$ cat src/hdl/card_host_params.svh
// Purpose: named offsets, field positions and reset values of the card host control registers
// Assumes: included by bare name from modules; the package does not include it
// Notes: definitions only
`ifndef CARD_HOST_PARAMS_SVH
`define CARD_HOST_PARAMS_SVH

// register byte offsets
`define OFF_RAW_STATUS 8'h00
`define OFF_IRQ_MASK 8'h04
`define OFF_IRQ_CLEAR 8'h08
`define OFF_CLK_CTRL 8'h0C
`define OFF_IF_CONFIG 8'h10

// interrupt sources
`define NUM_SRC 19
`define NUM_CLR_SRC 18
`define SRC_LEVEL_BIT 18
`define MASK_RST 19'h7FFFF

// clock control fields
`define CLK_GATE_BIT 31
`define CLK_DLY_MSB 19
`define CLK_DLY_LSB 16
`define CLK_DIV_MSB 15
`define CLK_DIV_LSB 0
`define CLK_CTRL_RST 32'h80000000
`define CLK_GATE_RST 1'b1
`define CLK_DIV_RST 16'h0000
`define CLK_DLY_RST 4'h0
`define CLK_DIV_MIN 16'h0002
`define CLK_DLY_TAPS 16

// configuration fields
`define CFG_LANE_MSB 13
`define CFG_LANE_LSB 12
`define CFG_TXW_MSB 9
`define CFG_TXW_LSB 8
`define CFG_RXW_MSB 7
`define CFG_RXW_LSB 6
`define CFG_EN_BIT 5
`define CFG_BS_MSB 3
`define CFG_BS_LSB 0
`define CFG_BS_RESERVED 4'h0

`endif

$ cat src/hdl/card_host_pkg.sv
// Purpose: shared types of the card host control block
// Assumes: field codes as held in the configuration register
// Notes: constants live in card_host_params.svh
package card_host_pkg;

    // external data lane count, code 11 reserved
    typedef enum logic [1:0] {
        LANES_1,
        LANES_4,
        LANES_8,
        LANES_RSVD
    } lane_mode_t;

    // fifo access width on the internal side
    typedef enum logic [1:0] {
        FIFO_W8,
        FIFO_W16,
        FIFO_W32,
        FIFO_W64
    } fifo_width_t;

endpackage : card_host_pkg

$ cat src/hdl/card_clk_if.sv
// Purpose: carries card clock settings from the register bank to the clock generator
// Assumes: single clock domain
// Notes: card_clk is the generator's registered output
`timescale 1ns/1ns
interface card_clk_if;
    logic gate;
    logic [15:0] divider;
    logic [3:0] delay;
    logic card_clk;

    modport ctrl (output gate, output divider, output delay, input card_clk);
    modport gen (input gate, input divider, input delay, output card_clk);
endinterface : card_clk_if

$ cat src/hdl/card_host_ctrl_regs.sv
// Purpose: control registers of a memory card host: interrupt clear, card clock, configuration
// Assumes: AHB-Lite slave with zero wait states; event inputs come from same-clock logic
// Notes: raw status and mask registers are held here so the interrupt output can be formed
`timescale 1ns/1ns
`include "card_host_params.svh"
module card_host_ctrl_regs (
    input wire logic clk_sys_i,
    input wire logic arst_n_i,
    // ahb-lite slave
    input wire logic hsel_i,
    input wire logic [31:0] haddr_i,
    input wire logic [1:0] htrans_i,
    input wire logic hwrite_i,
    input wire logic [2:0] hsize_i,
    input wire logic hready_i,
    input wire logic [31:0] hwdata_i,
    output logic [31:0] hrdata_o,
    output logic hreadyout_o,
    output logic hresp_o,
    // interrupt sources from the command and data paths
    input wire logic [`NUM_SRC-1:0] event_i,
    // one byte moved on the card link
    input wire logic byte_strobe_i,
    // card side and fifo side controls
    output logic card_clk_o,
    output card_host_pkg::lane_mode_t lane_mode_o,
    output card_host_pkg::fifo_width_t tx_width_o,
    output card_host_pkg::fifo_width_t rx_width_o,
    output logic tx_flush_o,
    output logic rx_flush_o,
    output logic media_enable_o,
    output logic [3:0] block_size_o,
    output logic block_done_o,
    output logic irq_o
);
    import card_host_pkg::*;

    card_clk_if ck ();

    // bus state
    logic wr_pend_q;
    logic [7:0] wr_addr_q;
    logic [31:0] rdata_q;
    logic ready_q;

    // register contents
    logic [`NUM_SRC-1:0] raw_q;
    logic [`NUM_SRC-1:0] raw_d;
    logic [`NUM_SRC-1:0] mask_q;
    logic gate_q;
    logic [3:0] delay_q;
    logic [15:0] divider_q;
    lane_mode_t lane_q;
    fifo_width_t txw_q;
    fifo_width_t rxw_q;
    logic enable_q;
    logic [3:0] bsize_q;

    // side effects
    logic tx_flush_q;
    logic rx_flush_q;
    logic irq_q;
    logic [15:0] byte_cnt_q;
    logic block_done_q;

    // decode
    logic addr_phase;
    logic rd_take;
    logic wr_now;
    logic wr_mask;
    logic wr_clear;
    logic wr_clk;
    logic wr_cfg;
    logic [7:0] rd_off;
    logic [31:0] clk_word;
    logic [31:0] cfg_word;
    logic [31:0] rd_mux;
    logic [`NUM_SRC-1:0] clr_vec;
    logic [1:0] new_txw;
    logic [1:0] new_rxw;
    logic [1:0] new_lane;
    logic new_enable;
    logic [3:0] new_bsize;
    logic new_gate;
    logic [3:0] new_delay;
    logic [15:0] new_divider;
    logic sel_raw;
    logic sel_mask;
    logic sel_clk;
    logic sel_cfg;
    logic [16:0] blk_len;
    logic [16:0] cnt_next;
    logic blk_valid;
    logic blk_end;

    // address phase is taken only when the slave is selected and the bus is ready
    assign addr_phase = hsel_i & hready_i & htrans_i[1];
    assign rd_take = addr_phase & ~hwrite_i;
    assign rd_off = haddr_i[7:0];
    assign wr_now = wr_pend_q;
    assign wr_mask = wr_now & (wr_addr_q == `OFF_IRQ_MASK);
    assign wr_clear = wr_now & (wr_addr_q == `OFF_IRQ_CLEAR);
    assign wr_clk = wr_now & (wr_addr_q == `OFF_CLK_CTRL);
    assign wr_cfg = wr_now & (wr_addr_q == `OFF_IF_CONFIG);

    // readback words, reserved bits read zero
    assign clk_word = {gate_q, 11'h000, delay_q, divider_q};
    assign cfg_word = {18'h00000, lane_q, 2'h0, txw_q, rxw_q, enable_q, 1'b0, bsize_q};

    // read offset selects
    assign sel_raw = (rd_off == `OFF_RAW_STATUS);
    assign sel_mask = (rd_off == `OFF_IRQ_MASK);
    assign sel_clk = (rd_off == `OFF_CLK_CTRL);
    assign sel_cfg = (rd_off == `OFF_IF_CONFIG);

    // read selection; clear register is write-only and reads zero
    assign rd_mux = sel_raw ? {13'h0000, raw_q} :
                    sel_mask ? {13'h0000, mask_q} :
                    sel_clk ? clk_word :
                    sel_cfg ? cfg_word :
                    32'h00000000;

    // bus address capture, write lands in the data phase
    always_ff @(posedge clk_sys_i or negedge arst_n_i) begin
        if (!arst_n_i) begin
            wr_pend_q <= 1'b0;
            wr_addr_q <= 8'h00;
            ready_q <= 1'b0;
        end else begin
            wr_pend_q <= addr_phase & hwrite_i;
            wr_addr_q <= haddr_i[7:0];
            ready_q <= 1'b1;
        end
    end

    // read data registered at the address phase, stands through the data phase
    always_ff @(posedge clk_sys_i or negedge arst_n_i) begin
        if (!arst_n_i) begin
            rdata_q <= 32'h00000000;
        end else if (rd_take) begin
            rdata_q <= rd_mux;
        end
    end

    // write-one-to-clear vector for the clearable sources
    assign clr_vec = wr_clear ? {1'b0, hwdata_i[`NUM_CLR_SRC-1:0]} : '0;

    // raw sources: a new event wins over a clear in the same cycle
    generate
        for (genvar i = 0; i < `NUM_SRC; i++) begin : g_src
            if (i == `SRC_LEVEL_BIT) begin : g_level
                assign raw_d[i] = event_i[i];
            end else begin : g_sticky
                assign raw_d[i] = event_i[i] | (raw_q[i] & ~clr_vec[i]);
            end
        end
    endgenerate

    // raw status, updated every cycle
    always_ff @(posedge clk_sys_i or negedge arst_n_i) begin
        if (!arst_n_i) begin
            raw_q <= '0;
        end else begin
            raw_q <= raw_d;
        end
    end

    // interrupt mask, one suppresses a source
    always_ff @(posedge clk_sys_i or negedge arst_n_i) begin
        if (!arst_n_i) begin
            mask_q <= `MASK_RST;
        end else if (wr_mask) begin
            mask_q <= hwdata_i[`NUM_SRC-1:0];
        end
    end

    // interrupt output, registered
    always_ff @(posedge clk_sys_i or negedge arst_n_i) begin
        if (!arst_n_i) begin
            irq_q <= 1'b0;
        end else begin
            irq_q <= |(raw_q & ~mask_q);
        end
    end

    // new clock control fields offered by a write
    assign new_gate = hwdata_i[`CLK_GATE_BIT];
    assign new_delay = hwdata_i[`CLK_DLY_MSB:`CLK_DLY_LSB];
    assign new_divider = hwdata_i[`CLK_DIV_MSB:`CLK_DIV_LSB];

    // clock control register
    always_ff @(posedge clk_sys_i or negedge arst_n_i) begin
        if (!arst_n_i) begin
            gate_q <= `CLK_GATE_RST;
            delay_q <= `CLK_DLY_RST;
            divider_q <= `CLK_DIV_RST;
        end else if (wr_clk) begin
            gate_q <= new_gate;
            delay_q <= new_delay;
            divider_q <= new_divider;
        end
    end

    // new configuration fields offered by a write
    assign new_lane = hwdata_i[`CFG_LANE_MSB:`CFG_LANE_LSB];
    assign new_txw = hwdata_i[`CFG_TXW_MSB:`CFG_TXW_LSB];
    assign new_rxw = hwdata_i[`CFG_RXW_MSB:`CFG_RXW_LSB];
    assign new_enable = hwdata_i[`CFG_EN_BIT];
    assign new_bsize = hwdata_i[`CFG_BS_MSB:`CFG_BS_LSB];

    // configuration register: lanes, enable, block size
    always_ff @(posedge clk_sys_i or negedge arst_n_i) begin
        if (!arst_n_i) begin
            lane_q <= LANES_1;
            enable_q <= 1'b0;
            bsize_q <= `CFG_BS_RESERVED;
        end else if (wr_cfg) begin
            lane_q <= lane_mode_t'(new_lane);
            enable_q <= new_enable;
            bsize_q <= new_bsize;
        end
    end

    // configuration register: fifo access widths
    always_ff @(posedge clk_sys_i or negedge arst_n_i) begin
        if (!arst_n_i) begin
            txw_q <= FIFO_W8;
            rxw_q <= FIFO_W8;
        end else if (wr_cfg) begin
            txw_q <= fifo_width_t'(new_txw);
            rxw_q <= fifo_width_t'(new_rxw);
        end
    end

    // one-cycle flush when a width field actually changes
    always_ff @(posedge clk_sys_i or negedge arst_n_i) begin
        if (!arst_n_i) begin
            tx_flush_q <= 1'b0;
            rx_flush_q <= 1'b0;
        end else begin
            tx_flush_q <= wr_cfg & (new_txw != txw_q);
            rx_flush_q <= wr_cfg & (new_rxw != rxw_q);
        end
    end

    // block length is two to the field value bytes; zero is reserved and counts nothing
    assign blk_valid = (bsize_q != `CFG_BS_RESERVED) & enable_q;
    assign blk_len = 17'h00001 << bsize_q;
    assign cnt_next = {1'b0, byte_cnt_q} + 17'h00001;
    assign blk_end = blk_valid & byte_strobe_i & (cnt_next == blk_len);

    // byte counter splitting a transfer into block-length chunks
    always_ff @(posedge clk_sys_i or negedge arst_n_i) begin
        if (!arst_n_i) begin
            byte_cnt_q <= 16'h0000;
            block_done_q <= 1'b0;
        end else begin
            block_done_q <= blk_end;
            if (!blk_valid || blk_end) begin
                byte_cnt_q <= 16'h0000;
            end else if (byte_strobe_i) begin
                byte_cnt_q <= cnt_next[15:0];
            end
        end
    end

    // clock generator settings; divider validity is checked in the generator, which holds the clock low below 2
    assign ck.gate = gate_q;
    assign ck.divider = divider_q;
    assign ck.delay = delay_q;

    card_clk_gen u_clk_gen (
        .clk_sys_i(clk_sys_i),
        .arst_n_i(arst_n_i),
        .ck(ck.gen)
    );

    // outputs, each from a flop except hresp_o, which is a constant
    assign hrdata_o = rdata_q;
    assign hreadyout_o = ready_q;
    assign hresp_o = 1'b0; // constant okay response
    assign card_clk_o = ck.card_clk;
    assign lane_mode_o = lane_q;
    assign tx_width_o = txw_q;
    assign rx_width_o = rxw_q;
    assign tx_flush_o = tx_flush_q;
    assign rx_flush_o = rx_flush_q;
    assign media_enable_o = enable_q;
    assign block_size_o = bsize_q;
    assign block_done_o = block_done_q;
    assign irq_o = irq_q;

endmodule : card_host_ctrl_regs

$ cat src/hdl/card_clk_gen.sv
// Purpose: divides the system clock into the card serial clock, delays and gates it
// Assumes: divider of 2 or more; smaller values hold the clock low
// Notes: gate forces the output low, restarts the divider and empties the delay line
`timescale 1ns/1ns
`include "card_host_params.svh"
module card_clk_gen (
    input wire logic clk_sys_i,
    input wire logic arst_n_i,
    card_clk_if.gen ck
);
    import card_host_pkg::*;

    logic [15:0] div_cnt_q;
    logic [15:0] div_cnt_d;
    logic div_clk_q;
    logic [`CLK_DLY_TAPS-1:0] taps_q;
    logic out_q;
    logic div_ok;
    logic last_cnt;
    logic [15:0] half;

    // a period is divider cycles, high for the first half of it
    assign div_ok = (ck.divider >= `CLK_DIV_MIN);
    assign last_cnt = (div_cnt_q >= (ck.divider - 16'h0001));
    assign div_cnt_d = last_cnt ? 16'h0000 : div_cnt_q + 16'h0001;
    assign half = {1'b0, ck.divider[15:1]};

    // divider counter, restarted while gated or invalid
    always_ff @(posedge clk_sys_i or negedge arst_n_i) begin
        if (!arst_n_i) begin
            div_cnt_q <= 16'h0000;
            div_clk_q <= 1'b0;
        end else if (ck.gate || !div_ok) begin
            div_cnt_q <= 16'h0000;
            div_clk_q <= 1'b0;
        end else begin
            div_cnt_q <= div_cnt_d;
            div_clk_q <= (div_cnt_d < half);
        end
    end

    // delay line, one system cycle per step; emptied while gated so no stale pulse leaks out
    always_ff @(posedge clk_sys_i or negedge arst_n_i) begin
        if (!arst_n_i) begin
            taps_q <= '0;
        end else if (ck.gate) begin
            taps_q <= '0;
        end else begin
            taps_q <= {taps_q[`CLK_DLY_TAPS-2:0], div_clk_q};
        end
    end

    // output flop, held low while gated
    always_ff @(posedge clk_sys_i or negedge arst_n_i) begin
        if (!arst_n_i) begin
            out_q <= 1'b0;
        end else begin
            out_q <= ck.gate ? 1'b0 : taps_q[ck.delay];
        end
    end

    assign ck.card_clk = out_q;

endmodule : card_clk_gen

$ cat config.mk
export PLATFORM = sky130hd
export DESIGN_NAME = card_host_ctrl_regs
export DESIGN_NICKNAME = d
export VERILOG_FILES = /design/src/hdl/card_host_pkg.sv /design/src/hdl/card_clk_if.sv /design/src/hdl/card_host_ctrl_regs.sv /design/src/hdl/card_clk_gen.sv
export VERILOG_INCLUDE_DIRS = /design/src /design/src/hdl
export SDC_FILE = /design/constraint.sdc
export NUM_CORES = 1
export LEC_CHECK = 0
export ABC_CLOCK_PERIOD_IN_PS = 4900
export BUFFER_PORTS_ARGS = -buffer_cell sky130_fd_sc_hd__buf_2
export CAP_MARGIN = 25
export CORE_AREA = 2 2 125 127
export CTS_CLUSTER_SIZE = 14
export DETAILED_ROUTE_END_ITERATION = 7
export DIE_AREA = 0 0 127 129
export HOLD_SLACK_MARGIN = 0.12
export PLACE_DENSITY_LB_ADDON = 0.12
export SLEW_MARGIN = 20
export SYNTH_ARGS = -nofsm -noshare
export SYNTH_HDL_FRONTEND = slang
export SYNTH_SLANG_ARGS = --single-unit
$ cat constraint.sdc
create_clock -name clk_sys_i -period 4.9 [get_ports clk_sys_i]
set_input_delay 0.245 -clock clk_sys_i [delete_from_list [all_inputs] [get_ports clk_sys_i]]
set_output_delay 0.245 -clock clk_sys_i [all_outputs]
set_load 0.01 [all_outputs]
==> out/results.ini, run 1 <==
[setup_path]
critPathLaunchType = register
worstPathArrival_ns = 4.98
end_kind = register
critical_path_peak_fanout = 8
required_ns = 5.25
path_class = reg -> reg

[clock_tree]
clockBufferDepth = 2
cts_tree = done
clock_latency_ns = 0.42
htreeDepth = 4
cts_buffers = 17
cts.sinks = 155
clkTransAtPathRegs_ns = 0.07
cts_root_buffer = clkbuf_16
post_cts_buffers = 0

[timing]
period_share = 0.944
timing_hold_violations_final = 0
setup_violations = 0
slew_headroom = 0.356
slew_viol_final = 0
post-route-min-period_ns = 4.62
tightest_slew_ns = 0.965
fmax_mhz = 216
fin_setup_tns_ns = 0
skew_ns = 0.00919

[cells_and_area]
fin_util = 0.675
drive_above_1_share = 0.229
fin_nets = 1082
final_area_sq_um = 10100
diodes = 0
syn2layout_area_growth_pct = 19.4
stdcell_count = 1155

[placed_design]
port-buffer-count = 92
dp_hpwl_um = 14300
gp_congestion = 0.904
place_area_sq_um = 9020
placed_cells = 1076

[global_route]
grt_pass1_vias = 6841
grt.overflow.total = 0
grt_max_degree = 103
antenna_found_initial = 0
grt_pass1_wl_um = 34600
track_usage = 0.266

[floorplan]
die-width_um = 127
coreArea_sq_um = 15000
start_util = 0.565
die_area_sq_um = 16400
ios = 144
die_y_um = 129
num_rows = 45

[routing]
wl_per_cell_um = 18.0
detail-route-antenna-nets = 0
vias = 6700
first_pass_iters = 5
avgViaCountPerCell = 5.80
drc = 0
drt_iter0_drc = 497
routed_wirelength_um = 20800

[logic_synthesis]
syn-instance-count = 829
synth_edf_count = 0
yosysSeqAreaShare = 0.461
synth_cell_types = 61
synthTopCellsByArea = dfrtp_1 40%, mux2_2 6.8%, dfstp_2 6.2%
synth_flop_cell = dfrtp_1
ys_seq_elements = 155
synth_most_common_cell = dfrtp_1
syn-mean-instance-area_sq_um = 10.2
yosysWarnings = 0
synth_top_area_share = 0.399
synth_top_area_cell = dfrtp_1
syn_area_sq_um = 8470
synth_top_cells_by_count = 135 x dfrtp_1, 73 x nand2_1, 65 x nor2_1
synthArstFlopShare = 1.00

[pwr]
worst_ir_drop_vdd_mv = 0.227
cellLeakagePower_nw = 4.70
p_per_area_nw_per_um2 = 293
p_total_mw = 2.96

[hold_path]
hold_path_class = in -> reg

[run_status]
status = finished, final reports clean

[flow_run]
cap_violations = 0

==> worst max-delay path: stages, from the launching register on <==
cell and delay, ns:
dfrtp_1 0.43, inv_1 0.13, ha_1 0.22, nand4_1 0.16
or3_1 0.37, or3_1 0.37, nor3_1 0.23, xnor2_1 0.17
ha_1 0.29, a21o_1 0.18, a21oi_1 0.20, o21ai_2 0.16
buf_4 0.18, nor3_1 0.22, ha_1 0.28, a21o_1 0.15
a21oi_1 0.14, nor2_1 0.06, a2111oi_1 0.38, o311a_1 0.23
==> worst paths after layout <==
path                          startpoint                      to  slack [ns]  cells after the start
max                        ck.divider[0]     u_clk_gen.div_clk_q        0.28                     19
min                          hwdata_i[7]               mask_q[7]        0.14                      2
max reg2reg                ck.divider[0]     u_clk_gen.div_clk_q        0.28                     19
min reg2reg                  hrdata_o[4]             hrdata_o[4]        0.47                      2
max in group asynchronous       arst_n_i         block_size_o[1]        3.12                      3
min in group asynchronous       arst_n_i  u_clk_gen.div_cnt_q[0]        0.49                      2
==> where the power goes <==
part	leakage [nW]	internal, mW	switching, mW	total (mW)
clock	0.296	0.793	0.558	1.35
combinational	2.51	0.112	0.130	0.242
sequential	1.89	1.32	0.0493	1.37
==> layout make-up <==
cell class | count | area (sq um)
fill | 1126 | 4870
inverter | 41 | 154
tap | 188 | 235
sequential | 155 | 3900
clock inverter | 13 | 158
clock buffer | 19 | 453
timing repair buffer | 150 | 1020
multi-input combinational | 589 | 4190
==> state kept, by name, summed over array words and instances, names as in the netlist, 2 cells and up <==
name and cells:
block_size_o 4, byte_cnt_q 16, ck.delay 4, ck.divider 16, hrdata_o 21, lane_mode_o 2, mask_q 19, raw_q 19
rx_width_o 2, tx_width_o 2, u_clk_gen.div_cnt_q 16, u_clk_gen.taps_q 16, wr_addr_q 8
==> stage by stage <==
step | worst slack, ns | hold slack, ns
global route | -0.108 | 0.127
global placement | 0.429 | 0.357
floorplan | 0.633 | -0.0506
CTS | 0.236 | 0.126
detailed placement | 0.296 | 0.357
finish | 0.276 | 0.139
==> cells by family (layout without fill, tap and decap cells) <==
group,Yosys count,after routing,share of synthesized area
AND/OR/NAND/NOR,283,283,0.170
flip-flops,155,155,0.461
AO/OA/AOI/OAI,129,129,0.108
buffers and inverters,96,223,0.0505
multiplexers,68,68,0.0953
XOR/XNOR,62,62,0.0641
adder cells (fa/ha/maj),34,34,0.0503
other,2,13,0.000887
==> placed cells by master (no fill, tap or decap), types with 11 or more instances in the layout <==
cell           synthesis  layout
dfrtp_1              135     135
buf_2                  9      91
nand2_1               73      73
nor2_1                65      65
mux2_2                51      51
dlygate4sd3_1          0      47
inv_1                 41      41
xnor2_1               40      40
ha_1                  34      34
a21o_1                30      30
nand3_1               30      30
nor3_1                27      26
xor2_1                22      22
nor2b_1               22      22
a21oi_1               21      21
dfstp_2               20      20
nand4_1               17      17
clkbuf_16              0      17
o21ai_0               16      16
conb_1                 2      13
mux2i_1               12      12
o31ai_1               12      12
a22o_1                11      11
a221oi_1              11      11
buf_4                 13      11
==> layer usage <==
| metal | share of wire | track usage |
|---|---|---|
| met2 | 0.50 | 0.454 |
| met3 | 0.043 | 0.0420 |
| met5 | 0 | 0 |
| met4 | 0.014 | 0.0776 |
| met1 | 0.44 | 0.355 |
==> repair_timing <==
item / 4_1_cts / 5_1_grt
gates resized for setup: 0 / 3
endpoints found under the hold margin: 144 / 0
setup endpoints to repair: 0 / 1
hold buffers: 47 / 0
Power figures use the tool's default switching activity.
==> run 2: changes to the inputs <==
- REMOVE_ABC_BUFFERS: default -> 1
==> out/results.ini, run 2 (synthesized netlist as in run 1, its figures left out) <==
[setup_path]
worst_path_largest_cell_delay_ns = 0.42
worst_path_max_delay_cell = dfrtp_1
r2r_setup_slack_ns = 0.31
critical_path_peak_fanout = 4
critPathTopFamily = compound AO/OA/AOI/OAI gates
required_ns = 5.26
path_class = reg -> reg
crit_chain = inv_1, ha_1, nand4_1, or3_1, or3_1, nor3_1, xnor2_1, ha_1, a21o_1, a21oi_1, o21ai_1, nor3_1, ha_1, a21o_1, a21o_1, a21oi_1, nor2_1, a2111oi_0, o311a_1
reg2reg_from = ck.divider[0]
worstReg2RegEnd = u_clk_gen.div_clk_q
ff2ff_path_depth = 19
end_kind = register
critPathLaunchType = register
worstPathArrival_ns = 4.95
path_buf_inv = 1

[routing]
drc = 0
vias = 6758
first_pass_iters = 7
avgViaCountPerCell = 5.85
routed_wirelength_um = 21200
detail-route-antenna-nets = 0
wl_per_cell_um = 18.4
drt_iter0_drc = 589

[floorplan]
coreArea_sq_um = 15000
die-width_um = 127
ios = 144
die_area_sq_um = 16400
num_rows = 45
die_y_um = 129
start_util = 0.565

[clock_tree]
cts_root_buffer = clkbuf_16
cts_buffers = 17
cts.sinks = 155
htreeDepth = 4
cts_tree = done
clock_latency_ns = 0.43
clkTransAtPathRegs_ns = 0.07
cts_resized = 0
clockBufferDepth = 2

[timing]
slew_viol_final = 0
tightest_slew_ns = 0.961
post-route-min-period_ns = 4.59
slew_headroom = 0.358
fin_setup_tns_ns = 0
skew_ns = 0.00865
fmax_mhz = 218
rsz0062_at_grt = false
timing_hold_violations_final = 0
period_share = 0.938
setup_violations = 0

[pwr]
p_per_area_nw_per_um2 = 287
cellLeakagePower_nw = 4.68
worst_ir_drop_vdd_mv = 0.269

[hold_path]
hold_depth = 2
hp-start = hwdata_i[6]
min_to = rx_width_o[0]
hold_path_class = in -> reg

[global_route]
grt.overflow.total = 0
grt_pass1_wl_um = 34100
grt_pass1_vias = 6819
grt_max_degree = 107
antenna_found_initial = 0
track_usage = 0.268

[placed_design]
placed_cells = 1073
port-buffer-count = 92
dp_hpwl_um = 14700
gp_congestion = 0.904

[cells_and_area]
drive_above_1_share = 0.225
fin_util = 0.675
fin_nets = 1083
largest_reg_flops = 21
fillers = 1184
stdcell_count = 1156
layout_commonest_cell = dfrtp_1
diodes = 0
syn2layout_area_growth_pct = 19.5
final_cell_mix = 135 x dfrtp_1, 91 x buf_2, 73 x nand2_1, 65 x nor2_1, 51 x mux2_2

[run_status]
status = finished, final reports clean

[flow_run]
cap_violations = 0

[run 2: cell types whose count changed in the layout (fill, tap and decap cells not counted), moves of 2 or more]
cell / previous run / this run
buf_4: 11 / 8
dlygate4sd3_1: 47 / 50
clkbuf_8: 2 / 0
inv_6: 2 / 4
[run 2: worst max path at each step]
stage	start	to	slack (ns)	depth (start not counted)
global placement	ck.divider[1]	u_clk_gen.div_clk_q	0.52	19
finish	ck.divider[0]	u_clk_gen.div_clk_q	0.31	19
global route	ck.divider[2]	u_clk_gen.div_clk_q	0.04	19
detailed placement	ck.divider[1]	u_clk_gen.div_clk_q	0.34	19
CTS	ck.divider[1]	u_clk_gen.div_clk_q	0.34	19
floorplan	ck.divider[0]	u_clk_gen.div_clk_q	0.60	18
[run 2: layout make-up]
cell class              count  area [sq um]  share of cell area
multi-input cells         589          4190               0.414
flip-flops and latches    155          3900               0.386
repair buffers            151          1050               0.104
clock buffers              17           425              0.0421
well taps                 188           235              0.0233
clock inverters            15           158              0.0156
inverters                  41           154              0.0152
[run 2: timing repair]
action	in CTS	in global routing
buffers inserted	0	0
hold buffers	50	0
endpoints found under the hold margin	160	0
[run 2: worst reg2reg max path, delay by kind of cell, from the launching register on]
| family | cells | cell delay, ns |
|---|---|---|
| and+or+nand+nor | 6 | 1.46 |
| DFF | 1 | 0.42 |
| xor gates and xnor gates | 1 | 0.17 |
| adders and majority gates | 3 | 0.78 |
| buffers and inverters | 1 | 0.14 |
| AOI/OAI and AO/OA | 8 | 1.56 |
[run 2: stage by stage]
step	area, sq um	hold WS (ns)	total power [mW]	worst slack (ns)
after CTS	10100	0.121	2.93	0.336
final	10100	0.135	2.91	0.306
after global routing	10100	0.125	3.01	0.0399
after floorplan	8230	-0.0506	1.49	0.600
after detailed placement	9000	0.357	1.60	0.335
after global placement	9000	0.356	1.59	0.519
[run 2: layer usage]
metal / track usage / part of all wire
met1: 0.345 / 0.44
met5: 0 / 0
met3: 0.0462 / 0.045
met4: 0.101 / 0.024
met2: 0.460 / 0.49
[run 2: report_power, final]
part           switching (mW)  internal (mW)  leakage, nW
sequential             0.0499           1.32         1.89
clock                   0.576          0.717        0.277
combinational           0.130          0.115         2.51
==> run 3: changes to the inputs <==
- ABC_AREA: default -> 1
- CORE_AREA: 2 2 125 127 -> 2 2 127 129
- DIE_AREA: 0 0 127 129 -> 0 0 129 131
==> out/results.ini, run 3 <==
[placed_design]
gp_congestion = 0.894
placed_cells = 1390
dp_hpwl_um = 15600
dpl_worst_slack_ns = 0.661
place_area_sq_um = 9310
port-buffer-count = 92

[timing]
timing_hold_violations_final = 0
whs_ns = 0.125
slew_viol_final = 0
rsz0062_at_grt = false
period_share = 0.880
skew_ns = 0.00677
worst_slack_ns = 0.589
setup_violations = 0
fmax_mhz = 232
tightest_slew_ns = 0.880
slew_headroom = 0.412
post-route-min-period_ns = 4.31
fin_setup_tns_ns = 0

[cells_and_area]
drive_above_1_share = 0.152
diodes = 0
fin_nets = 1362
largest_reg_flops = 21
layout_commonest_cell = nand2_1
stdcell_count = 1463
fillers = 1353
final_cell_mix = 224 x nand2_1, 169 x inv_1, 135 x dfrtp_1, 104 x nor2_1, 104 x o21ai_0
fin_util = 0.662
final_area_sq_um = 10300
syn2layout_area_growth_pct = 18.8

[logic_synthesis]
syn_area_sq_um = 8690
muxShareOfSynthArea = 0
synth_cell_types = 43
syn-instance-count = 1107
synth_edf_count = 0
yosys.area_share.adder = 0.0489
synth_flop_cell = dfrtp_1
synth_top_cells_by_count = 224 x nand2_1, 169 x inv_1, 135 x dfrtp_1
synth-simple-area-share = 0.246
yosysSeqAreaShare = 0.449
syn-mean-instance-area_sq_um = 7.85
synth_xor_area_frac = 0.0311
synth-compound-area-share = 0.122
ys_seq_elements = 155
synth_top_area_cell = dfrtp_1
synth_top_family_by_area = simple AND/OR/NAND/NOR gates
synthTopCellsByArea = dfrtp_1 39%, nand2_1 9.7%, inv_1 7.3%
synthArstFlopShare = 1.00
yosysWarnings = 0
synth_most_common_cell = nand2_1
synth_top_area_share = 0.389

[routing]
avgViaCountPerCell = 5.21
vias = 7626
drc = 0
drt_iter0_drc = 476
wl_per_cell_um = 14.8
routed_wirelength_um = 21600
first_pass_iters = 8
detail-route-antenna-nets = 0

[floorplan]
ios = 144
die-width_um = 129
num_rows = 46
die_area_sq_um = 16900
die_y_um = 131
start_util = 0.557
coreArea_sq_um = 15600

[pwr]
p_total_mw = 3.01
p_switching_mw = 0.793
clockPowerShare = 0.441
cellLeakagePower_nw = 5.57
switching_share = 0.264
p_int_mw = 2.21
p_seq_frac = 0.455
combPwrFrac = 0.104
worst_ir_drop_vdd_mv = 0.269
p_per_area_nw_per_um2 = 291

[setup_path]
reg2reg_from = ck.divider[0]
critPathLaunchType = register
worst_path_largest_cell_delay_ns = 0.41
path_class = reg -> reg
end_kind = register
required_ns = 5.26
critPathTopFamily = simple AND/OR/NAND/NOR gates
path_buf_inv = 2
critical_path_peak_fanout = 17
worstPathArrival_ns = 4.67
startpoint = ck.divider[0]
worst_path_max_delay_cell = dfrtp_1
crit_chain = inv_1, nand3_1, nor3_2, nand4_1, nor3_1, nand3_1, nor3_1, xor2_1, ha_1, a21oi_1, o21ai_0, nor2_1, nand2_1, buf_4, nor2_1, ha_1, a21oi_1, nor2_1, a211oi_1, nand2_1, a21oi_1

[clock_tree]
clockBufferDepth = 2
clock_latency_ns = 0.43
cts_buffers = 17
htreeDepth = 4
clkTransAtPathRegs_ns = 0.07
cts_tree = done
cts.sinks = 155
cts_resized = 0
cts_root_buffer = clkbuf_16

[hold_path]
hp-start = hwdata_i[8]
hold_path_class = in -> reg

[global_route]
grt.overflow.total = 0
antenna_found_initial = 0
track_usage = 0.269
grt_max_degree = 59
grt_pass1_vias = 7316
grt_pass1_wl_um = 35500

[run_status]
status = finished, final reports clean

[flow_run]
cap_violations = 0

-- run 3: final cells by class --
class / count / area [sq um] / area share
Tap cell: 216 / 270 / 0.0262
Multi-Input combinational cell: 746 / 3950 / 0.383
Inverter: 174 / 653 / 0.0633
Clock inverter: 14 / 160 / 0.0155
Clock buffer: 18 / 429 / 0.0416
Timing Repair Buffer: 140 / 956 / 0.0926
Sequential cell: 155 / 3900 / 0.378
-- run 3: kinds of logic (layout without fill, tap and decap cells) --
family	after synthesis	in the layout
xor gates and xnor gates	30	30
DFF	155	155
other	2	13
AOI/OAI and AO/OA	188	188
adders and majority gates	34	34
and+or+nand+nor	481	481
buffers and inverters	217	346
-- run 3: power groups by stage --
stage                     clock, mW  combinational [mW]  sequential (mW)
after global routing           1.41               0.357             1.37
after global placement            0               0.277             1.39
after floorplan                   0               0.172             1.38
after CTS                      1.35               0.313             1.37
final                          1.33               0.314             1.37
after detailed placement          0               0.285             1.39
-- run 3: worst paths after layout --
check,to,slack (ns),cells after the start
worst max-delay path,u_clk_gen.div_clk_q,0.59,21
worst min-delay path,tx_flush_o,0.12,3
worst max register to register,u_clk_gen.div_clk_q,0.59,21
worst min register to register,u_clk_gen.taps_q[2],0.47,2
max in group asynchronous,raw_q[14],3.45,3
min in group asynchronous,u_clk_gen.taps_q[13],0.33,2
-- run 3: metal layers --
metal  up-vias  share of wire  track usage
met2       213           0.49        0.466
met4         0          0.014       0.0665
met1      3563           0.45        0.352
li1       3822              -            -
met5         -              0            0
met3        28          0.045       0.0501
-- run 3: worst min-delay path, cell delays in order --
cell and delay [ns]:
buf_2 0.11, nand2_1 0.06, a41oi_1 0.10
-- run 3: repair_timing --
item / in CTS / in global routing
setup buffers: 0 / 0
hold buffers: 39 / 0
setup endpoints to repair: 0 / 0
hold endpoints to repair: 88 / 0
